## src/verilog/holdover_pkg.sv

```systemverilog
// Shared constants and types for the holdover frequency control block
package holdover_pkg;

    // Register offsets on the configuration port
    localparam logic [7:0] ADDR_FREQ_STS_C = 8'h07;
    localparam logic [7:0] ADDR_STATE_RPT = 8'h09;
    localparam logic [7:0] ADDR_FREQ_STS_A = 8'h0C;
    localparam logic [7:0] ADDR_FREQ_STS_B = 8'h0D;
    localparam logic [7:0] ADDR_INPUT_CFG = 8'h34;
    localparam logic [7:0] ADDR_HOLD_SET_A = 8'h3E;
    localparam logic [7:0] ADDR_HOLD_SET_B = 8'h3F;
    localparam logic [7:0] ADDR_HOLD_CFG = 8'h40;

    // Field positions
    localparam int MANUAL_HOLD_BIT = 4;
    localparam int AVERAGING_BIT = 7;
    localparam int SHORT_FILTER_BIT = 6;
    localparam int READBACK_BIT = 5;
    localparam int FREEZE_SRC_LSB = 3;
    localparam int FREQ_W = 19;

    // Reset values of the writable registers
    localparam logic [7:0] INPUT_CFG_RST = 8'h00;
    localparam logic [7:0] HOLD_CFG_RST = 8'h00;
    localparam logic [18:0] HOLD_SET_RST = 19'h00000;
    localparam logic [18:0] FREQ_ZERO = 19'h00000;

    // Timing
    localparam longint CLK_HZ = 200_000_000;
    localparam longint PRELOCK2_TIMEOUT_S = 100;
    localparam longint PRELOCK2_CYCLES = PRELOCK2_TIMEOUT_S * CLK_HZ;
    localparam longint FILT_TICK_US = 74_000;
    localparam longint FILT_TICK_CYCLES = FILT_TICK_US * CLK_HZ / 1_000_000;
    localparam int FILT_FAST_SHIFT = 10;
    localparam int FILT_SLOW_SHIFT = 14;

    // Primary loop state codes as reported
    typedef enum logic [2:0] {
        LOOP_FREE_RUN = 3'b001,
        LOOP_HOLDOVER = 3'b010,
        LOOP_LOCKED = 3'b100,
        LOOP_PRELOCK2 = 3'b110
    } loop_state_t;

    // Brief freeze frequency source codes
    localparam logic [1:0] FRZ_LAST_GOOD = 2'h0;
    localparam logic [1:0] FRZ_AVERAGED = 2'h1;
    localparam logic [1:0] FRZ_HOLD_SET = 2'h2;
    localparam logic [1:0] FRZ_ZERO = 2'h3;

    typedef struct packed {
        logic wr;
        logic rd;
        logic [7:0] addr;
        logic [7:0] wdata;
    } reg_req_t;

    typedef struct packed {
        logic source_applied;
        logic source_changed;
        logic ref_invalid;
        logic replacement_avail;
        logic revertive;
        logic higher_prio_restored;
        logic lock_achieved;
        logic input_stopped;
    } loop_events_t;

    typedef struct packed {
        logic active;
        logic [18:0] word;
    } freq_override_t;

endpackage

```

## src/verilog/dpll_holdover_frequency_control.sv

```systemverilog
// Holdover frequency control and state handling for the primary loop
`timescale 1ns/1ps

// Overview of operation
// - Averaging bit picks averaged or instantaneous holdover
// - Averaged holdover uses IIR-filtered live frequency
// - Short filter time constant about 76 s, else about 20 min
// - Instantaneous holdover freezes integral value only
// - Manual holdover uses 19-bit signed written word
// - Live loop frequency reported from integral path
// - Readback bit returns averaged value on reads
// - Stopped input enters brief freeze, source selectable
// - Brief freeze ends on reselect, holdover, recovery
// - Primary state reported in low three bits
// - Auxiliary loop: zero-offset holdover or locked
// - Holdover to second pre-locked on source applied
// - Revertive higher priority return also enters it
// - 100 s timeout disqualifies, alarms, back to holdover
// - Invalid input without replacement enters holdover
// - Manual select bit: low automatic, high manual
module dpll_holdover_frequency_control #(
    parameter logic [35:0] PRELOCK2_LIMIT =
        36'(holdover_pkg::PRELOCK2_CYCLES),
    parameter logic [31:0] FILT_TICK =
        32'(holdover_pkg::FILT_TICK_CYCLES)
) (
    input wire logic mclk,
    input wire logic reset,
    input holdover_pkg::reg_req_t reg_req,
    output logic [7:0] reg_rdata,
    output logic reg_rdata_valid,
    input wire logic [18:0] integral_freq,
    input holdover_pkg::loop_events_t loop_ev,
    input wire logic force_locked,
    input wire logic aux_lock_achieved,
    input wire logic aux_ref_lost,
    output holdover_pkg::freq_override_t freq_override,
    output logic [2:0] main_loop_state,
    output logic ref_disqualify,
    output logic phase_alarm,
    output logic reselect_request,
    output logic aux_locked
);
    import holdover_pkg::*;

    // Configuration and status storage
    logic [7:0] input_cfg_reg;
    logic [7:0] hold_cfg_reg;
    logic [18:0] hold_set_reg;
    logic [18:0] live_freq_reg;
    logic [18:0] last_good_reg;
    logic [18:0] inst_word_reg;
    loop_state_t state_reg;
    loop_state_t state_next;
    logic freeze_reg;
    logic freeze_next;
    logic stopped_d_reg;
    logic [18:0] filt_freq;
    logic timeout;

    // Decoded configuration fields
    logic manual_hold_select;
    logic averaging_select;
    logic short_filter_select;
    logic filtered_readback_enable;
    logic [1:0] brief_freeze_source;

    assign manual_hold_select = input_cfg_reg[MANUAL_HOLD_BIT];
    assign averaging_select = hold_cfg_reg[AVERAGING_BIT];
    assign short_filter_select = hold_cfg_reg[SHORT_FILTER_BIT];
    assign filtered_readback_enable = hold_cfg_reg[READBACK_BIT];
    assign brief_freeze_source = hold_cfg_reg[FREEZE_SRC_LSB+1:FREEZE_SRC_LSB];

    // Register write decode
    logic wr_input_cfg;
    logic wr_hold_a;
    logic wr_hold_b;
    logic wr_hold_cfg;

    assign wr_input_cfg = reg_req.wr && (reg_req.addr == ADDR_INPUT_CFG);
    assign wr_hold_a = reg_req.wr && (reg_req.addr == ADDR_HOLD_SET_A);
    assign wr_hold_b = reg_req.wr && (reg_req.addr == ADDR_HOLD_SET_B);
    assign wr_hold_cfg = reg_req.wr && (reg_req.addr == ADDR_HOLD_CFG);

    function automatic logic [7:0] only_bit(input logic [7:0] v,
                                            input int pos);
        logic [7:0] m;
        m = 8'h01 << pos;
        return v & m;
    endfunction

    always_ff @(posedge mclk) begin
        if (reset) begin
            input_cfg_reg <= INPUT_CFG_RST;
        end else if (wr_input_cfg) begin
            input_cfg_reg <= only_bit(reg_req.wdata, MANUAL_HOLD_BIT);
        end
    end

    // Hold word stays writable in every state, holdover included
    always_ff @(posedge mclk) begin
        if (reset) begin
            hold_set_reg <= HOLD_SET_RST;
            hold_cfg_reg <= HOLD_CFG_RST;
        end else begin
            if (wr_hold_a) begin
                hold_set_reg[7:0] <= reg_req.wdata;
            end
            if (wr_hold_b) begin
                hold_set_reg[15:8] <= reg_req.wdata;
            end
            if (wr_hold_cfg) begin
                hold_set_reg[18:16] <= reg_req.wdata[2:0];
                hold_cfg_reg <= {reg_req.wdata[7:3], 3'h0};
            end
        end
    end

    // Read mux: hold word reads back the average when enabled
    logic [18:0] hold_read_word;
    logic [7:0] rd_mux;

    assign hold_read_word = filtered_readback_enable ? filt_freq
                                                     : hold_set_reg;

    always_comb begin
        case (reg_req.addr)
            ADDR_FREQ_STS_C: rd_mux = {5'h00, live_freq_reg[18:16]};
            ADDR_STATE_RPT: rd_mux = {5'h00, state_reg};
            ADDR_FREQ_STS_A: rd_mux = live_freq_reg[7:0];
            ADDR_FREQ_STS_B: rd_mux = live_freq_reg[15:8];
            ADDR_INPUT_CFG: rd_mux = input_cfg_reg;
            ADDR_HOLD_SET_A: rd_mux = hold_read_word[7:0];
            ADDR_HOLD_SET_B: rd_mux = hold_read_word[15:8];
            ADDR_HOLD_CFG: rd_mux = {hold_cfg_reg[7:3], hold_read_word[18:16]};
            default: rd_mux = 8'h00;
        endcase
    end

    always_ff @(posedge mclk) begin
        if (reset) begin
            reg_rdata <= 8'h00;
            reg_rdata_valid <= 1'b0;
        end else begin
            reg_rdata <= reg_req.rd ? rd_mux : 8'h00;
            reg_rdata_valid <= reg_req.rd;
        end
    end

    // Live frequency snapshot every cycle; last value taken only while the input runs and no brief freeze is active
    always_ff @(posedge mclk) begin
        if (reset) begin
            live_freq_reg <= FREQ_ZERO;
            last_good_reg <= FREQ_ZERO;
        end else begin
            live_freq_reg <= integral_freq;
            if (!freeze_reg && !loop_ev.input_stopped) begin
                last_good_reg <= integral_freq;
            end
        end
    end

    // Averaging runs only while locked and no brief freeze is active
    logic filt_enable;

    assign filt_enable = (state_reg == LOOP_LOCKED) && !freeze_reg;

    holdover_iir #(
        .TICK_CYCLES(FILT_TICK)
    ) u_iir (
        .mclk(mclk),
        .reset(reset),
        .enable(filt_enable),
        .short_sel(short_filter_select),
        .sample_in(live_freq_reg),
        .filt_out(filt_freq)
    );

    // Primary loop state machine
    logic prelock2_run;
    logic enter_holdover;
    logic locked_req;
    logic restart_req;

    assign prelock2_run = (state_reg == LOOP_PRELOCK2);
    assign locked_req = loop_ev.lock_achieved || force_locked;
    assign restart_req = loop_ev.source_applied
        || (loop_ev.revertive && loop_ev.higher_prio_restored);

    prelock2_timer #(
        .LIMIT(PRELOCK2_LIMIT)
    ) u_timer (
        .mclk(mclk),
        .reset(reset),
        .run(prelock2_run),
        .expired(timeout)
    );

    always_comb begin
        state_next = state_reg;
        case (state_reg)
            LOOP_FREE_RUN: begin
                if (locked_req) begin
                    state_next = LOOP_LOCKED;
                end
            end
            LOOP_LOCKED: begin
                if (loop_ev.ref_invalid && !loop_ev.replacement_avail) begin
                    state_next = LOOP_HOLDOVER;
                end
            end
            LOOP_HOLDOVER: begin
                if (force_locked) begin
                    state_next = LOOP_LOCKED;
                end else if (restart_req) begin
                    state_next = LOOP_PRELOCK2;
                end
            end
            LOOP_PRELOCK2: begin
                if (locked_req) begin
                    state_next = LOOP_LOCKED;
                end else if (timeout) begin
                    state_next = LOOP_HOLDOVER;
                end
            end
            default: state_next = LOOP_FREE_RUN;
        endcase
    end

    assign enter_holdover = (state_next == LOOP_HOLDOVER)
                         && (state_reg != LOOP_HOLDOVER);

    always_ff @(posedge mclk) begin
        if (reset) begin
            state_reg <= LOOP_FREE_RUN;
        end else begin
            state_reg <= state_next;
        end
    end

    // Timeout reports: disqualify the source, alarm it, ask for another
    logic timeout_taken;

    assign timeout_taken = prelock2_run && timeout && !locked_req;

    always_ff @(posedge mclk) begin
        if (reset) begin
            ref_disqualify <= 1'b0;
            phase_alarm <= 1'b0;
            reselect_request <= 1'b0;
        end else begin
            ref_disqualify <= timeout_taken;
            phase_alarm <= timeout_taken;
            reselect_request <= timeout_taken;
        end
    end

    // Instantaneous holdover word: integral value frozen at entry
    always_ff @(posedge mclk) begin
        if (reset) begin
            inst_word_reg <= FREQ_ZERO;
        end else if (enter_holdover) begin
            inst_word_reg <= last_good_reg;
        end
    end

    // Brief freeze on a stopped input
    logic stop_rise;

    assign stop_rise = loop_ev.input_stopped && !stopped_d_reg;

    always_comb begin
        freeze_next = freeze_reg;
        if (freeze_reg) begin
            if (loop_ev.source_changed || enter_holdover
                || (state_reg == LOOP_HOLDOVER)
                || !loop_ev.input_stopped) begin
                freeze_next = 1'b0;
            end
        end else if (stop_rise && (state_reg != LOOP_HOLDOVER)
                     && !enter_holdover) begin
            freeze_next = 1'b1;
        end
    end

    always_ff @(posedge mclk) begin
        if (reset) begin
            freeze_reg <= 1'b0;
            stopped_d_reg <= 1'b0;
        end else begin
            freeze_reg <= freeze_next;
            stopped_d_reg <= loop_ev.input_stopped;
        end
    end

    // Holdover word selection
    logic [18:0] auto_word;
    logic [18:0] hold_word;
    logic [18:0] freeze_word;
    logic hold_active;

    assign auto_word = averaging_select ? filt_freq : inst_word_reg;
    assign hold_word = manual_hold_select ? hold_set_reg
                                          : auto_word;
    assign hold_active = (state_reg == LOOP_HOLDOVER);

    always_comb begin
        case (brief_freeze_source)
            FRZ_LAST_GOOD: freeze_word = last_good_reg;
            FRZ_AVERAGED: freeze_word = filt_freq;
            FRZ_HOLD_SET: freeze_word = hold_set_reg;
            FRZ_ZERO: freeze_word = FREQ_ZERO;
            default: freeze_word = last_good_reg;
        endcase
    end

    // Override replaces both loop paths while holding or freezing
    always_ff @(posedge mclk) begin
        if (reset) begin
            freq_override <= '0;
        end else begin
            freq_override.active <= hold_active || freeze_next;
            freq_override.word <= hold_active ? hold_word
                                              : freeze_word;
        end
    end

    always_ff @(posedge mclk) begin
        if (reset) begin
            main_loop_state <= LOOP_FREE_RUN;
        end else begin
            main_loop_state <= state_next;
        end
    end

    // Auxiliary loop: starts in zero-offset holdover, locked is its only other state
    always_ff @(posedge mclk) begin
        if (reset) begin
            aux_locked <= 1'b0;
        end else if (aux_lock_achieved) begin
            aux_locked <= 1'b1;
        end else if (aux_ref_lost) begin
            aux_locked <= 1'b0;
        end
    end
endmodule

```

## src/verilog/holdover_iir.sv

```systemverilog
// First-order averaging filter of the loop frequency word
`timescale 1ns/1ps
module holdover_iir #(
    parameter int FRAC = 16,
    parameter int FAST_SHIFT = holdover_pkg::FILT_FAST_SHIFT,
    parameter int SLOW_SHIFT = holdover_pkg::FILT_SLOW_SHIFT,
    parameter logic [31:0] TICK_CYCLES = 32'(holdover_pkg::FILT_TICK_CYCLES)
) (
    input wire logic mclk,
    input wire logic reset,
    input wire logic enable,
    input wire logic short_sel,
    input wire logic [18:0] sample_in,
    output logic [18:0] filt_out
);
    import holdover_pkg::*;

    localparam int AW = FREQ_W + 1 + FRAC;

    logic [31:0] tick_cnt_reg;
    logic primed_reg;
    logic signed [AW-1:0] acc_reg;
    logic tick;
    logic signed [AW-1:0] target;
    logic signed [AW-1:0] diff;
    logic signed [AW-1:0] step;

    assign tick = (tick_cnt_reg == TICK_CYCLES - 32'h1);
    assign target = $signed({sample_in[18], sample_in, {FRAC{1'b0}}});
    assign diff = target - acc_reg;
    assign step = short_sel ? (diff >>> FAST_SHIFT) : (diff >>> SLOW_SHIFT);
    assign filt_out = acc_reg[FRAC+18:FRAC];

    always_ff @(posedge mclk) begin
        if (reset || tick) begin
            tick_cnt_reg <= 32'h0;
        end else begin
            tick_cnt_reg <= tick_cnt_reg + 32'h1;
        end
    end

    // First sample loads directly so the average does not start from zero
    always_ff @(posedge mclk) begin
        if (reset) begin
            acc_reg <= '0;
            primed_reg <= 1'b0;
        end else if (enable && tick) begin
            acc_reg <= primed_reg ? acc_reg + step : target;
            primed_reg <= 1'b1;
        end
    end
endmodule

```

## src/verilog/prelock2_timer.sv

```systemverilog
// Timeout counter for the second pre-locked state
`timescale 1ns/1ps
module prelock2_timer #(
    parameter int W = 36,
    parameter logic [35:0] LIMIT = 36'(holdover_pkg::PRELOCK2_CYCLES)
) (
    input wire logic mclk,
    input wire logic reset,
    input wire logic run,
    output logic expired
);
    logic [W-1:0] count_reg;
    logic at_limit;

    assign at_limit = (count_reg == W'(LIMIT - 36'h1));

    always_ff @(posedge mclk) begin
        if (reset || !run || at_limit) begin
            count_reg <= '0;
        end else begin
            count_reg <= count_reg + W'(1);
        end
    end

    always_ff @(posedge mclk) begin
        if (reset) begin
            expired <= 1'b0;
        end else begin
            expired <= run && at_limit;
        end
    end
endmodule
```

## config.mk

```make
export PLATFORM = sky130hd
export DESIGN_NAME = dpll_holdover_frequency_control
export DESIGN_NICKNAME = d
export VERILOG_FILES = /design/src/verilog/holdover_pkg.sv /design/src/verilog/dpll_holdover_frequency_control.sv /design/src/verilog/holdover_iir.sv /design/src/verilog/prelock2_timer.sv
export SDC_FILE = /design/constraint.sdc
export NUM_CORES = 1
export LEC_CHECK = 0
export BUFFER_PORTS_ARGS = -buffer_cell sky130_fd_sc_hd__buf_2
export CORE_MARGIN = 4
export CORE_UTILIZATION = 61
export CTS_CLUSTER_SIZE = 16
export DETAILED_ROUTE_END_ITERATION = 7
export PLACE_DENSITY = 0.86
export SLEW_MARGIN = 15
export SYNTH_ARGS = -nofsm -noshare
export SYNTH_HDL_FRONTEND = slang
export SYNTH_SLANG_ARGS = --single-unit
```

## constraint.sdc

```tcl
create_clock -name mclk -period 5 [get_ports mclk]
set_input_delay 0.75 -clock mclk [delete_from_list [all_inputs] [get_ports mclk]]
set_output_delay 0.75 -clock mclk [all_outputs]
set_load 0.005 [all_outputs]
```

==> impl_metrics.ini, run 1 <==
[outcome]
status = finished, final reports clean

[layout]
antenna_cells = 0
fillCellCount = 1606
finalCoreUtilization = 0.693
drive_above_1_share = 0.123
fin_nets = 1769
area_delta_synth_final_pct = 11.4

[power]
p_leak_nw = 5.75
switching_share = 0.261
p_int_w = 0.00315
pwr-share-seq = 0.434
clockPowerShare = 0.438
pwr-share-comb = 0.128
worst_ir_drop_vdd_mv = 0.289
p_sw_w = 0.00111
p_per_area_nw_per_um2 = 292

[setup_path]
reg2reg_setup_slack_ns = 0.28
cp_max_fo = 5
endpoint_kind = flop
r2r-start = u_iir.acc_reg[17]$_SDFFE_PP0P_
crit_type = reg -> reg
startpoint = u_iir.acc_reg[17]$_SDFFE_PP0P_
crit_required_ns = 5.41
start_kind = flop
arrival_ns = 5.13

[hold_path]
hold_start = aux_lock_achieved
holdCritPathClass = in -> reg

[yosys]
syn_area_um2 = 13100
muxShareOfSynthArea = 0.0928
synthXorXnorAreaFrac = 0.0683
synth_edf_count = 0
ys_seq_area_frac = 0.343
yosys.area_share.adder = 0.0551
synth_ff_type = dfxtp_1
synth_cells = 1616
synth_top_family_by_area = simple AND/OR/NAND/NOR gates
ys_seq_elements = 224
ys.warnings.count = 0
synthesis.nets = 1723
avgSynthCellArea_um2 = 8.09
synth_compound_area_frac = 0.185
synthArstFlopShare = 0
yosysUniqueCellTypes = 75
synth_simple_gate_area_share = 0.214

[sta]
hold_violations = 0
period_needed_ns = 4.72
period_share = 0.945
clock.fmax_mhz = 212
rsz0062_at_grt = false
tns_ns = 0
tightest_slew_ns = 0.971
finalClockSkew_ns = 0.0179
final-setup-viol-count = 0
drv_slew = 0
relSlewSlack = 0.352

[placement]
place.gp.congestion = 0.973
io_buffers = 85
post-dp-hpwl_mm = 27.4

[route]
vias_per_cell = 6.37
vias = 12455
first_iter_violations = 1314
top_layer = met4
postRouteAntennaNets = 0
drc_errors = 0
routedWlPerCell_um = 19.6
wl_met3_mm = 3.55
wl_met2_mm = 17.4
first_pass_iters = 6
wl_met1_mm = 15.7
drt_wl_total_mm = 38.3

[clock_tree]
cts_sinks = 224
clk_latency_ns = 0.53
numCtsBuffers = 24
cts_tree = built
cts_max_level = 1
cts_max_path_buffers = 3
clkTransAtPathRegs_ns = 0.06
root_buffer = clkbuf_16
hold_buffers = 0

[floorplanning]
dieArea_um2 = 23800
placementRows = 53
fp.dieW_um = 154
start_util = 0.622
core-area_um2 = 21000
num_io_pins = 86
die_h_um = 154

[global_routing]
grt_max_degree = 62
grt_first_pass_wirelength_mm = 61.3
grt.total_usage = 0.310
antenna_found_initial = 0
gr-total-overflow = 0
first_global_vias = 11881

[job]
drv_cap = 0
synthesized netlist by cell type (all sizes together), types with 5 or more instances:
master / number / area share
dfxtp: 224 / 0.34
nor2: 212 / 0.061
a21oi: 169 / 0.065
nand2: 140 / 0.040
mux2i: 92 / 0.070
clkbuf: 75 / 0.022
o21ai: 71 / 0.027
nand3: 60 / 0.023
xor2: 57 / 0.038
ha: 56 / 0.054
a211oi: 50 / 0.029
inv: 47 / 0.013
xnor2: 45 / 0.030
nor2b: 29 / 0.014
nand4: 27 / 0.013
and3: 25 / 0.012
nor3: 25 / 0.0096
buf: 19 / 0.0066
a21o: 17 / 0.0098
a22oi: 16 / 0.0092
mux2: 16 / 0.014
or3: 14 / 0.0067
nor4: 10 / 0.0057
o211ai: 10 / 0.0057
a31oi: 9 / 0.0043
nand2b: 8 / 0.0040
o21a: 7 / 0.0040
or2: 7 / 0.0033
and4: 6 / 0.0042
o21bai: 6 / 0.0037
a221oi: 5 / 0.0033
and2: 5 / 0.0024
mux4: 5 / 0.0086
nor3b: 5 / 0.0029
cells by family (layout without fill, tap and decap cells):
group,after synthesis,after routing
AOI/OAI and AO/OA,389,389
xor gates and xnor gates,102,102
buffers and inverters,141,204
and+or+nand+nor,590,590
muxes,113,113
adders and majority gates,57,57
DFF,224,224
metrics by stage:
| step | hold WS [ns] | instances | total power [W] | instance area (µm²) | setup slack (ns) |
|---|---|---|---|---|---|
| 2_1_floorplan | 0.413 | 1616 | 0.00226 | 13100 | 0.790 |
| 3_3_place_gp | 0.425 | 1910 | 0.00240 | 13700 | 0.285 |
| 3_5_place_dp | 0.441 | 1910 | 0.00240 | 13700 | 0.162 |
| 4_1_cts | 0.425 | 1953 | 0.00425 | 14500 | 0.100 |
| 5_1_grt | 0.463 | 1954 | 0.00439 | 14600 | 0.00151 |
| 6_report | 0.432 | 1954 | 0.00425 | 14600 | 0.276 |
final cells by class:
class | instances | area (µm²) | share of cell area
inverters | 47 | 176 | 0.0121
repair buffers | 114 | 646 | 0.0443
multi-input cells | 1251 | 8080 | 0.554
flip-flops and latches | 224 | 4490 | 0.308
well taps | 275 | 344 | 0.0236
clock inverters | 10 | 145 | 0.00996
clock buffers | 33 | 694 | 0.0477
routing by layer:
layer,track usage,up-vias
li1,-,5844
met3,0.0546,115
met5,0,-
met2,0.492,615
met4,0.116,0
met1,0.423,5881
cell usage in the layout (no fill, tap or decap), drive strengths merged, types with 56 or more instances in the layout:
| cell type | synthesis | final |
|---|---|---|
| a21oi | 169 | 169 |
| buf | 19 | 114 |
| dfxtp | 224 | 224 |
| ha | 56 | 56 |
| mux2i | 92 | 92 |
| nand2 | 140 | 140 |
| nand3 | 60 | 60 |
| nor2 | 212 | 212 |
| o21ai | 71 | 71 |
| xor2 | 57 | 57 |
repair_timing:
item / 4_1_cts / 5_1_grt
buffers inserted: 0 / 1
endpoints found under the setup margin: 0 / 13
resized for setup: 0 / 11
critical path: stages (launching register included):
cell and delay, ns:
dfxtp_1 0.33, inv_1 0.04, ha_1 0.36, nand2_1 0.12
o41ai_4 0.56, a21oi_1 0.20, o21bai_1 0.26, xnor2_1 0.17
o21ai_0 0.11, ha_1 0.37, a21o_1 0.22, o2bb2ai_1 0.16
o21ai_0 0.37, nand2_1 0.21, a211oi_1 0.48, o21ai_0 0.22
xnor2_1 0.18, o41ai_1 0.24
power by group through the flow:
stage / sequential [W] / combinational [W] / clock (W)
floorplan: 0.00187 / 0.000385 / 0
global placement: 0.00188 / 0.000512 / 0
detailed placement: 0.00188 / 0.000520 / 0
CTS: 0.00184 / 0.000525 / 0.00188
global route: 0.00185 / 0.000594 / 0.00195
finish: 0.00185 / 0.000543 / 0.00187
path summary, 6_finish.rpt:
check                                          end  cells past startpoint
setup reg to reg    u_iir.acc_reg[28]$_SDFFE_PP0P_                     17
hold reg to reg   u_iir.tick_cnt_reg[0]$_SDFF_PP0_                      1
setup / recovery    u_iir.acc_reg[28]$_SDFFE_PP0P_                     17
hold / removal             aux_locked$_SDFFE_PP0P_                      3
Power figures use the tool's default switching activity.
==> run 2: changes to the inputs <==
CELL_PAD_IN_SITES_DETAIL_PLACEMENT = 1   (was default)
CELL_PAD_IN_SITES_GLOBAL_PLACEMENT = 2   (was default)
CORE_UTILIZATION = 37   (was 61)
GPL_TIMING_DRIVEN = 0   (was default)
==> run 2 against run 1 <==
Effect of this change:
- die area rose by 61%
- total power rose by 3.2%
- largest cell class unchanged
- global-route usage fell by 6.7 points
==> impl_metrics.ini, run 2 (synthesized netlist as in run 1, its figures left out) <==
[route]
postRouteAntennaNets = 0
wl_met1_mm = 22.1
vias_per_cell = 5.74
routedWlPerCell_um = 21.8
first_pass_iters = 5
top_layer = met4
first_iter_violations = 852
wl_met2_mm = 22.1
drt_wl_total_mm = 48.2
wl_met3_mm = 2.75
drc_errors = 0
vias = 12679

[global_routing]
grt_max_degree = 13
first_global_vias = 13118
gr-total-overflow = 0
antenna_found_initial = 2
grt_first_pass_wirelength_mm = 74.6
grt.total_usage = 0.243

[setup_path]
slowest_stage = dfxtp_2
arrival_ns = 5.21
crit_path_max_incr_delay_ns = 0.46
crit_type = reg -> reg
r2r-start = u_iir.acc_reg[21]$_SDFFE_PP0P_
endpoint_kind = flop
crit_top_cell = o21ai_1
reg2reg_depth = 19
reg2reg_setup_slack_ns = 0.18
reg2reg_to = u_iir.acc_reg[33]$_SDFFE_PP0P_
crit_required_ns = 5.39
path_cells = inv_1 > ha_1 > nand2_1 > o21ai_1 > a21oi_4 > o311ai_4 > a21oi_1 > xor2_1 > o21ai_1 > ha_1 > buf_2 > a21oi_4 > o21ai_1 > a2111oi_2 > a31oi_2 > a221o_1 > a41oi_2 > xor2_1 > a211oi_1
cp_max_fo = 8
start_kind = flop

[layout]
finalCoreUtilization = 0.439
area_delta_synth_final_pct = 16.7
fillCellCount = 4249
final_cell_mix = nor2_1, dfxtp_1, a21oi_1
fin_cells = 2208
fin_nets = 1839
fin_area_um2 = 15300
drive_above_1_share = 0.139

[placement]
post-dp-hpwl_mm = 36.7
pre_cts_ws_ns = -0.475
place_area_um2 = 14100
placedCellCount = 2156
io_buffers = 85
place.gp.congestion = 0.908

[power]
p_leak_nw = 5.86
pwr-share-comb = 0.141
pwr-share-seq = 0.420
p_sw_w = 0.00121
p_per_area_nw_per_um2 = 288
power_w = 0.00439
clockPowerShare = 0.440
worst_ir_drop_vdd_mv = 0.286
p_int_w = 0.00318
switching_share = 0.276

[outcome]
status = finished, final reports clean

[floorplanning]
die_h_um = 196
start_util = 0.377
placementRows = 68
num_io_pins = 86
core-area_um2 = 34700
dieArea_um2 = 38400
fp.dieW_um = 196

[sta]
fin_ws_ns = 0.182
clock.fmax_mhz = 208
hold_violations = 0
relSlewSlack = 0.302
tightest_slew_ns = 1.03
period_share = 0.964
period_needed_ns = 4.82
final-setup-viol-count = 0
finalClockSkew_ns = 0.0149
drv_slew = 0

[hold_path]
min_to = aux_locked$_SDFFE_PP0P_
whs_path_depth = 3
hold_start = aux_lock_achieved
holdCritPathClass = in -> reg

[clock_tree]
root_buffer = clkbuf_16
cts_sinks = 224
cts_tree = built
cts_max_level = 1
cts_max_path_buffers = 3
clkTransAtPathRegs_ns = 0.06
clk_latency_ns = 0.54
hold_buffers = 0
numCtsBuffers = 26

[job]
drv_cap = 0
==> run 2: cell count changes in the layout (fill, tap and decap cells not counted), sizes merged <==
cell,previous run,this run
buf,114,116
bufinv,3,2
clkbuf,33,101
clkinv,5,9
clkinvlp,2,1
diode,0,2
==> run 2: layout make-up <==
type / instances / area (µm²) / share of cell area
inverters: 47 / 176 / 0.0116
diodes: 2 / 5.00 / 0.000328
multi-input cells: 1251 / 8280 / 0.543
plain buffers: 85 / 334 / 0.0219
well taps: 455 / 569 / 0.0373
clock buffers: 35 / 746 / 0.0489
flip-flops and latches: 224 / 4520 / 0.296
repair buffers: 97 / 515 / 0.0338
clock inverters: 12 / 113 / 0.00738
==> run 2: through the flow <==
stage	hold slack, ns	TNS [ns]
floorplan	0.413	0
global placement	0.425	-2.35
detailed placement	0.438	-3.41
CTS	0.405	0
global route	0.441	-0.0131
finish	0.419	0
==> run 2: how the worst max path moves through the flow <==
stage,from,cells past startpoint,end,slack [ns]
after floorplan,u_iir.acc_reg[17]$_SDFFE_PP0P_,20,u_iir.acc_reg[33]$_SDFFE_PP0P_,0.79
after global placement,u_iir.acc_reg[24]$_SDFFE_PP0P_,20,u_iir.acc_reg[32]$_SDFFE_PP0P_,-0.36
after detailed placement,u_iir.acc_reg[17]$_SDFFE_PP0P_,19,u_iir.acc_reg[22]$_SDFFE_PP0P_,-0.48
after CTS,u_iir.acc_reg[22]$_SDFFE_PP0P_,20,u_iir.acc_reg[32]$_SDFFE_PP0P_,0.0003
after global routing,u_iir.acc_reg[26]$_SDFFE_PP0P_,19,u_iir.acc_reg[32]$_SDFFE_PP0P_,-0.01
final,u_iir.acc_reg[21]$_SDFFE_PP0P_,19,u_iir.acc_reg[33]$_SDFFE_PP0P_,0.18
==> run 2: what timing repair did <==
item / 4_1_cts / 5_1_grt
setup buffers: 3 / 9
resized for setup: 29 / 45
endpoints found under the hold margin: 0 / 0
endpoints found under the setup margin: 15 / 19
pin swaps: 5 / 22
==> run 2: metal layers <==
layer | up-vias | GRT usage
li1 | 5994 | -
met1 | 6258 | 0.333
met2 | 348 | 0.398
met3 | 79 | 0.0407
met4 | 0 | 0.0665
met5 | - | 0
==> run 2: power groups by stage <==
stage                     Combinational (W)  Sequential (W)  Clock (W)
after floorplan                    0.000385         0.00187          0
after global placement             0.000563         0.00188          0
after detailed placement           0.000574         0.00188          0
after CTS                          0.000585         0.00184    0.00197
after global routing               0.000674         0.00184    0.00205
final                              0.000619         0.00184    0.00193
==> run 2: critical path, delay by kind of cell, from the launching register on <==
kind,cells,cell delay (ns)
xor+xnor,2,0.41
buf+inv,2,0.33
simple gates,1,0.08
fa+ha+maj,2,0.70
compound gates,12,2.70
flops,1,0.46
==> run 3: changes to the inputs <==
PLACE_DENSITY = default   (was 0.86)
PLACE_DENSITY_LB_ADDON = 0.1   (was default)
==> run 3 against run 2 <==
Effect of this change:
- register-to-register slack about the same
- final area up 0.14%
- wire length up 0.78%
- total power up 5.2%
- maximum frequency about the same
- utilization up 0.061 points
- clock power up 12%
- sequential power about the same
- worst hold slack worse by 0.023 ns
- non-clock buffer count down 2
- die area unchanged
- first-iteration DRC count down 15%
- highest routed layer unchanged
==> impl_metrics.ini, run 3 (synthesized netlist as in run 1, its figures left out) <==
[route]
postRouteAntennaNets = 0
first_iter_violations = 722
vias = 12479
routedWlPerCell_um = 22.0
first_pass_iters = 5
vias_per_cell = 5.65
drt_wl_total_mm = 48.6
drc_errors = 0

[clock_tree]
root_buffer = clkbuf_16
clk_latency_ns = 0.57
numCtsBuffers = 28
cts_max_level = 1
cts_tree = built
cts_sinks = 224
clkTransAtPathRegs_ns = 0.06
cts_max_path_buffers = 3
hold_buffers = 0

[floorplanning]
fp.dieW_um = 196
start_util = 0.377
dieArea_um2 = 38400
num_io_pins = 86
placementRows = 68
die_h_um = 196
core-area_um2 = 34700

[layout]
fin_nets = 1839
multi_input_area_um2 = 8210
antenna_cells = 0
area_delta_synth_final_pct = 16.8
fin_cells = 2209
final_common_cell = nor2_1
register_area_um2 = 4520
fillCellCount = 4224
final_cell_mix = nor2_1, dfxtp_1, a21oi_1
drive_above_1_share = 0.135

[power]
pwr-share-comb = 0.130
p_int_w = 0.00334
p_per_area_nw_per_um2 = 302
pwr-share-seq = 0.399
p_sw_w = 0.00128
clockPowerShare = 0.471
p_leak_nw = 5.88
worst_ir_drop_vdd_mv = 0.246
switching_share = 0.277

[setup_path]
slowest_stage = o41ai_4
crit_type = reg -> reg
endpoint_kind = flop
crit_family = compound AO/OA/AOI/OAI gates
start_kind = flop
crit_required_ns = 5.48
cp_max_fo = 8
crit_buf_inv = 1
path_cells = nor4_4 > nand4_2 > o41ai_4 > a21oi_4 > o311ai_4 > a21oi_1 > xor2_1 > o21ai_1 > ha_1 > buf_2 > a21oi_4 > o21ai_1 > a2111oi_2 > a31oi_2 > a221o_1 > xor2_1 > mux2i_1 > a21oi_1
reg2reg_setup_slack_ns = 0.19
crit_path_max_incr_delay_ns = 0.53
arrival_ns = 5.30
r2r-start = u_iir.acc_reg[1]$_SDFFE_PP0P_
reg2reg_depth = 18
reg2reg_to = u_iir.acc_reg[25]$_SDFFE_PP0P_

[placement]
post-dp-hpwl_mm = 37.2
pre_cts_ws_ns = -0.399
placedCellCount = 2156
place.gp.congestion = 0.891
io_buffers = 85

[sta]
period_share = 0.963
relSlewSlack = 0.174
tns_ns = 0
hold_violations = 0
drv_slew = 0
fin_ws_ns = 0.186
tightest_slew_ns = 1.22
period_needed_ns = 4.81
final-setup-viol-count = 0
clock.fmax_mhz = 208
finalClockSkew_ns = 0.0181

[global_routing]
antenna_found_initial = 2
grt_max_degree = 14
first_global_vias = 12631
grt_first_pass_wirelength_mm = 75.4
gr-total-overflow = 0
grt.total_usage = 0.247

[outcome]
status = finished, final reports clean

[hold_path]
min_to = aux_locked$_SDFFE_PP0P_
whs_path_depth = 3
holdCritPathClass = in -> reg
hold_start = aux_lock_achieved

[job]
drv_cap = 0
-- run 3: changes by cell type in the layout (fill, tap and decap cells not counted), moves of 3 or more --
cell,change
ha_1,+5
a21oi_1,+3
buf_4,-3
clkinvlp_4,+3
ha_2,-3
o21ai_1,-3
-- run 3: power groups by stage --
stage               Sequential (W)  Combinational, W  Clock, W
floorplan                  0.00187          0.000385         0
global placement           0.00188          0.000560         0
detailed placement         0.00188          0.000566         0
CTS                        0.00184          0.000580   0.00222
global route               0.00184          0.000659   0.00229
finish                     0.00184          0.000601   0.00217
-- run 3: timing repair --
item,in CTS,in global routing
setup buffers,5,4
endpoints found under the setup margin,12,19
pin swaps,5,10
gates resized for setup,23,36
-- run 3: worst max path at each step --
stage | from | to | cells past startpoint
finish | u_iir.acc_reg[1]$_SDFFE_PP0P_ | u_iir.acc_reg[25]$_SDFFE_PP0P_ | 18
global route | u_iir.acc_reg[1]$_SDFFE_PP0P_ | u_iir.acc_reg[33]$_SDFFE_PP0P_ | 17
CTS | u_iir.acc_reg[17]$_SDFFE_PP0P_ | u_iir.acc_reg[26]$_SDFFE_PP0P_ | 20
detailed placement | u_iir.acc_reg[24]$_SDFFE_PP0P_ | u_iir.acc_reg[32]$_SDFFE_PP0P_ | 20
global placement | u_iir.acc_reg[24]$_SDFFE_PP0P_ | u_iir.acc_reg[32]$_SDFFE_PP0P_ | 20
floorplan | u_iir.acc_reg[17]$_SDFFE_PP0P_ | u_iir.acc_reg[33]$_SDFFE_PP0P_ | 20
-- run 3: cell type report --
class	count	area share
plain buffers	86	0.0221
clock buffers	35	0.0509
clock inverters	17	0.0130
inverters	47	0.0115
multi-input cells	1251	0.537
flip-flops and latches	224	0.296
well taps	455	0.0373
repair buffers	94	0.0323
-- run 3: per-stage QoR --
stage	instance area (µm²)	total power, W	utilization	hold slack [ns]
3_3_place_gp	14100	0.00244	0.405	0.422
5_1_grt	15300	0.00479	0.440	0.415
3_5_place_dp	14100	0.00245	0.405	0.443
2_1_floorplan	13100	0.00226	-	0.413
6_report	15300	0.00462	0.440	0.396
4_1_cts	15100	0.00464	0.436	0.382
-- run 3: metal layers --
layer,track usage,share of wire
met5,0,0
met1,0.366,0.49
met3,0.0321,0.053
met2,0.391,0.44
met4,0.0453,0.018
-- run 3: worst reg2reg max path, cell delays in order, from the launching register on --
cell and delay [ns]:
dfxtp_1 0.37, nor4_4 0.32, nand4_2 0.22, o41ai_4 0.53, a21oi_4 0.17, o311ai_4 0.28
a21oi_1 0.12, xor2_1 0.25, o21ai_1 0.10, ha_1 0.30, buf_2 0.19, a21oi_4 0.20
o21ai_1 0.13, a2111oi_2 0.34, a31oi_2 0.18, a221o_1 0.44, xor2_1 0.31, mux2i_1 0.14
a21oi_1 0.16
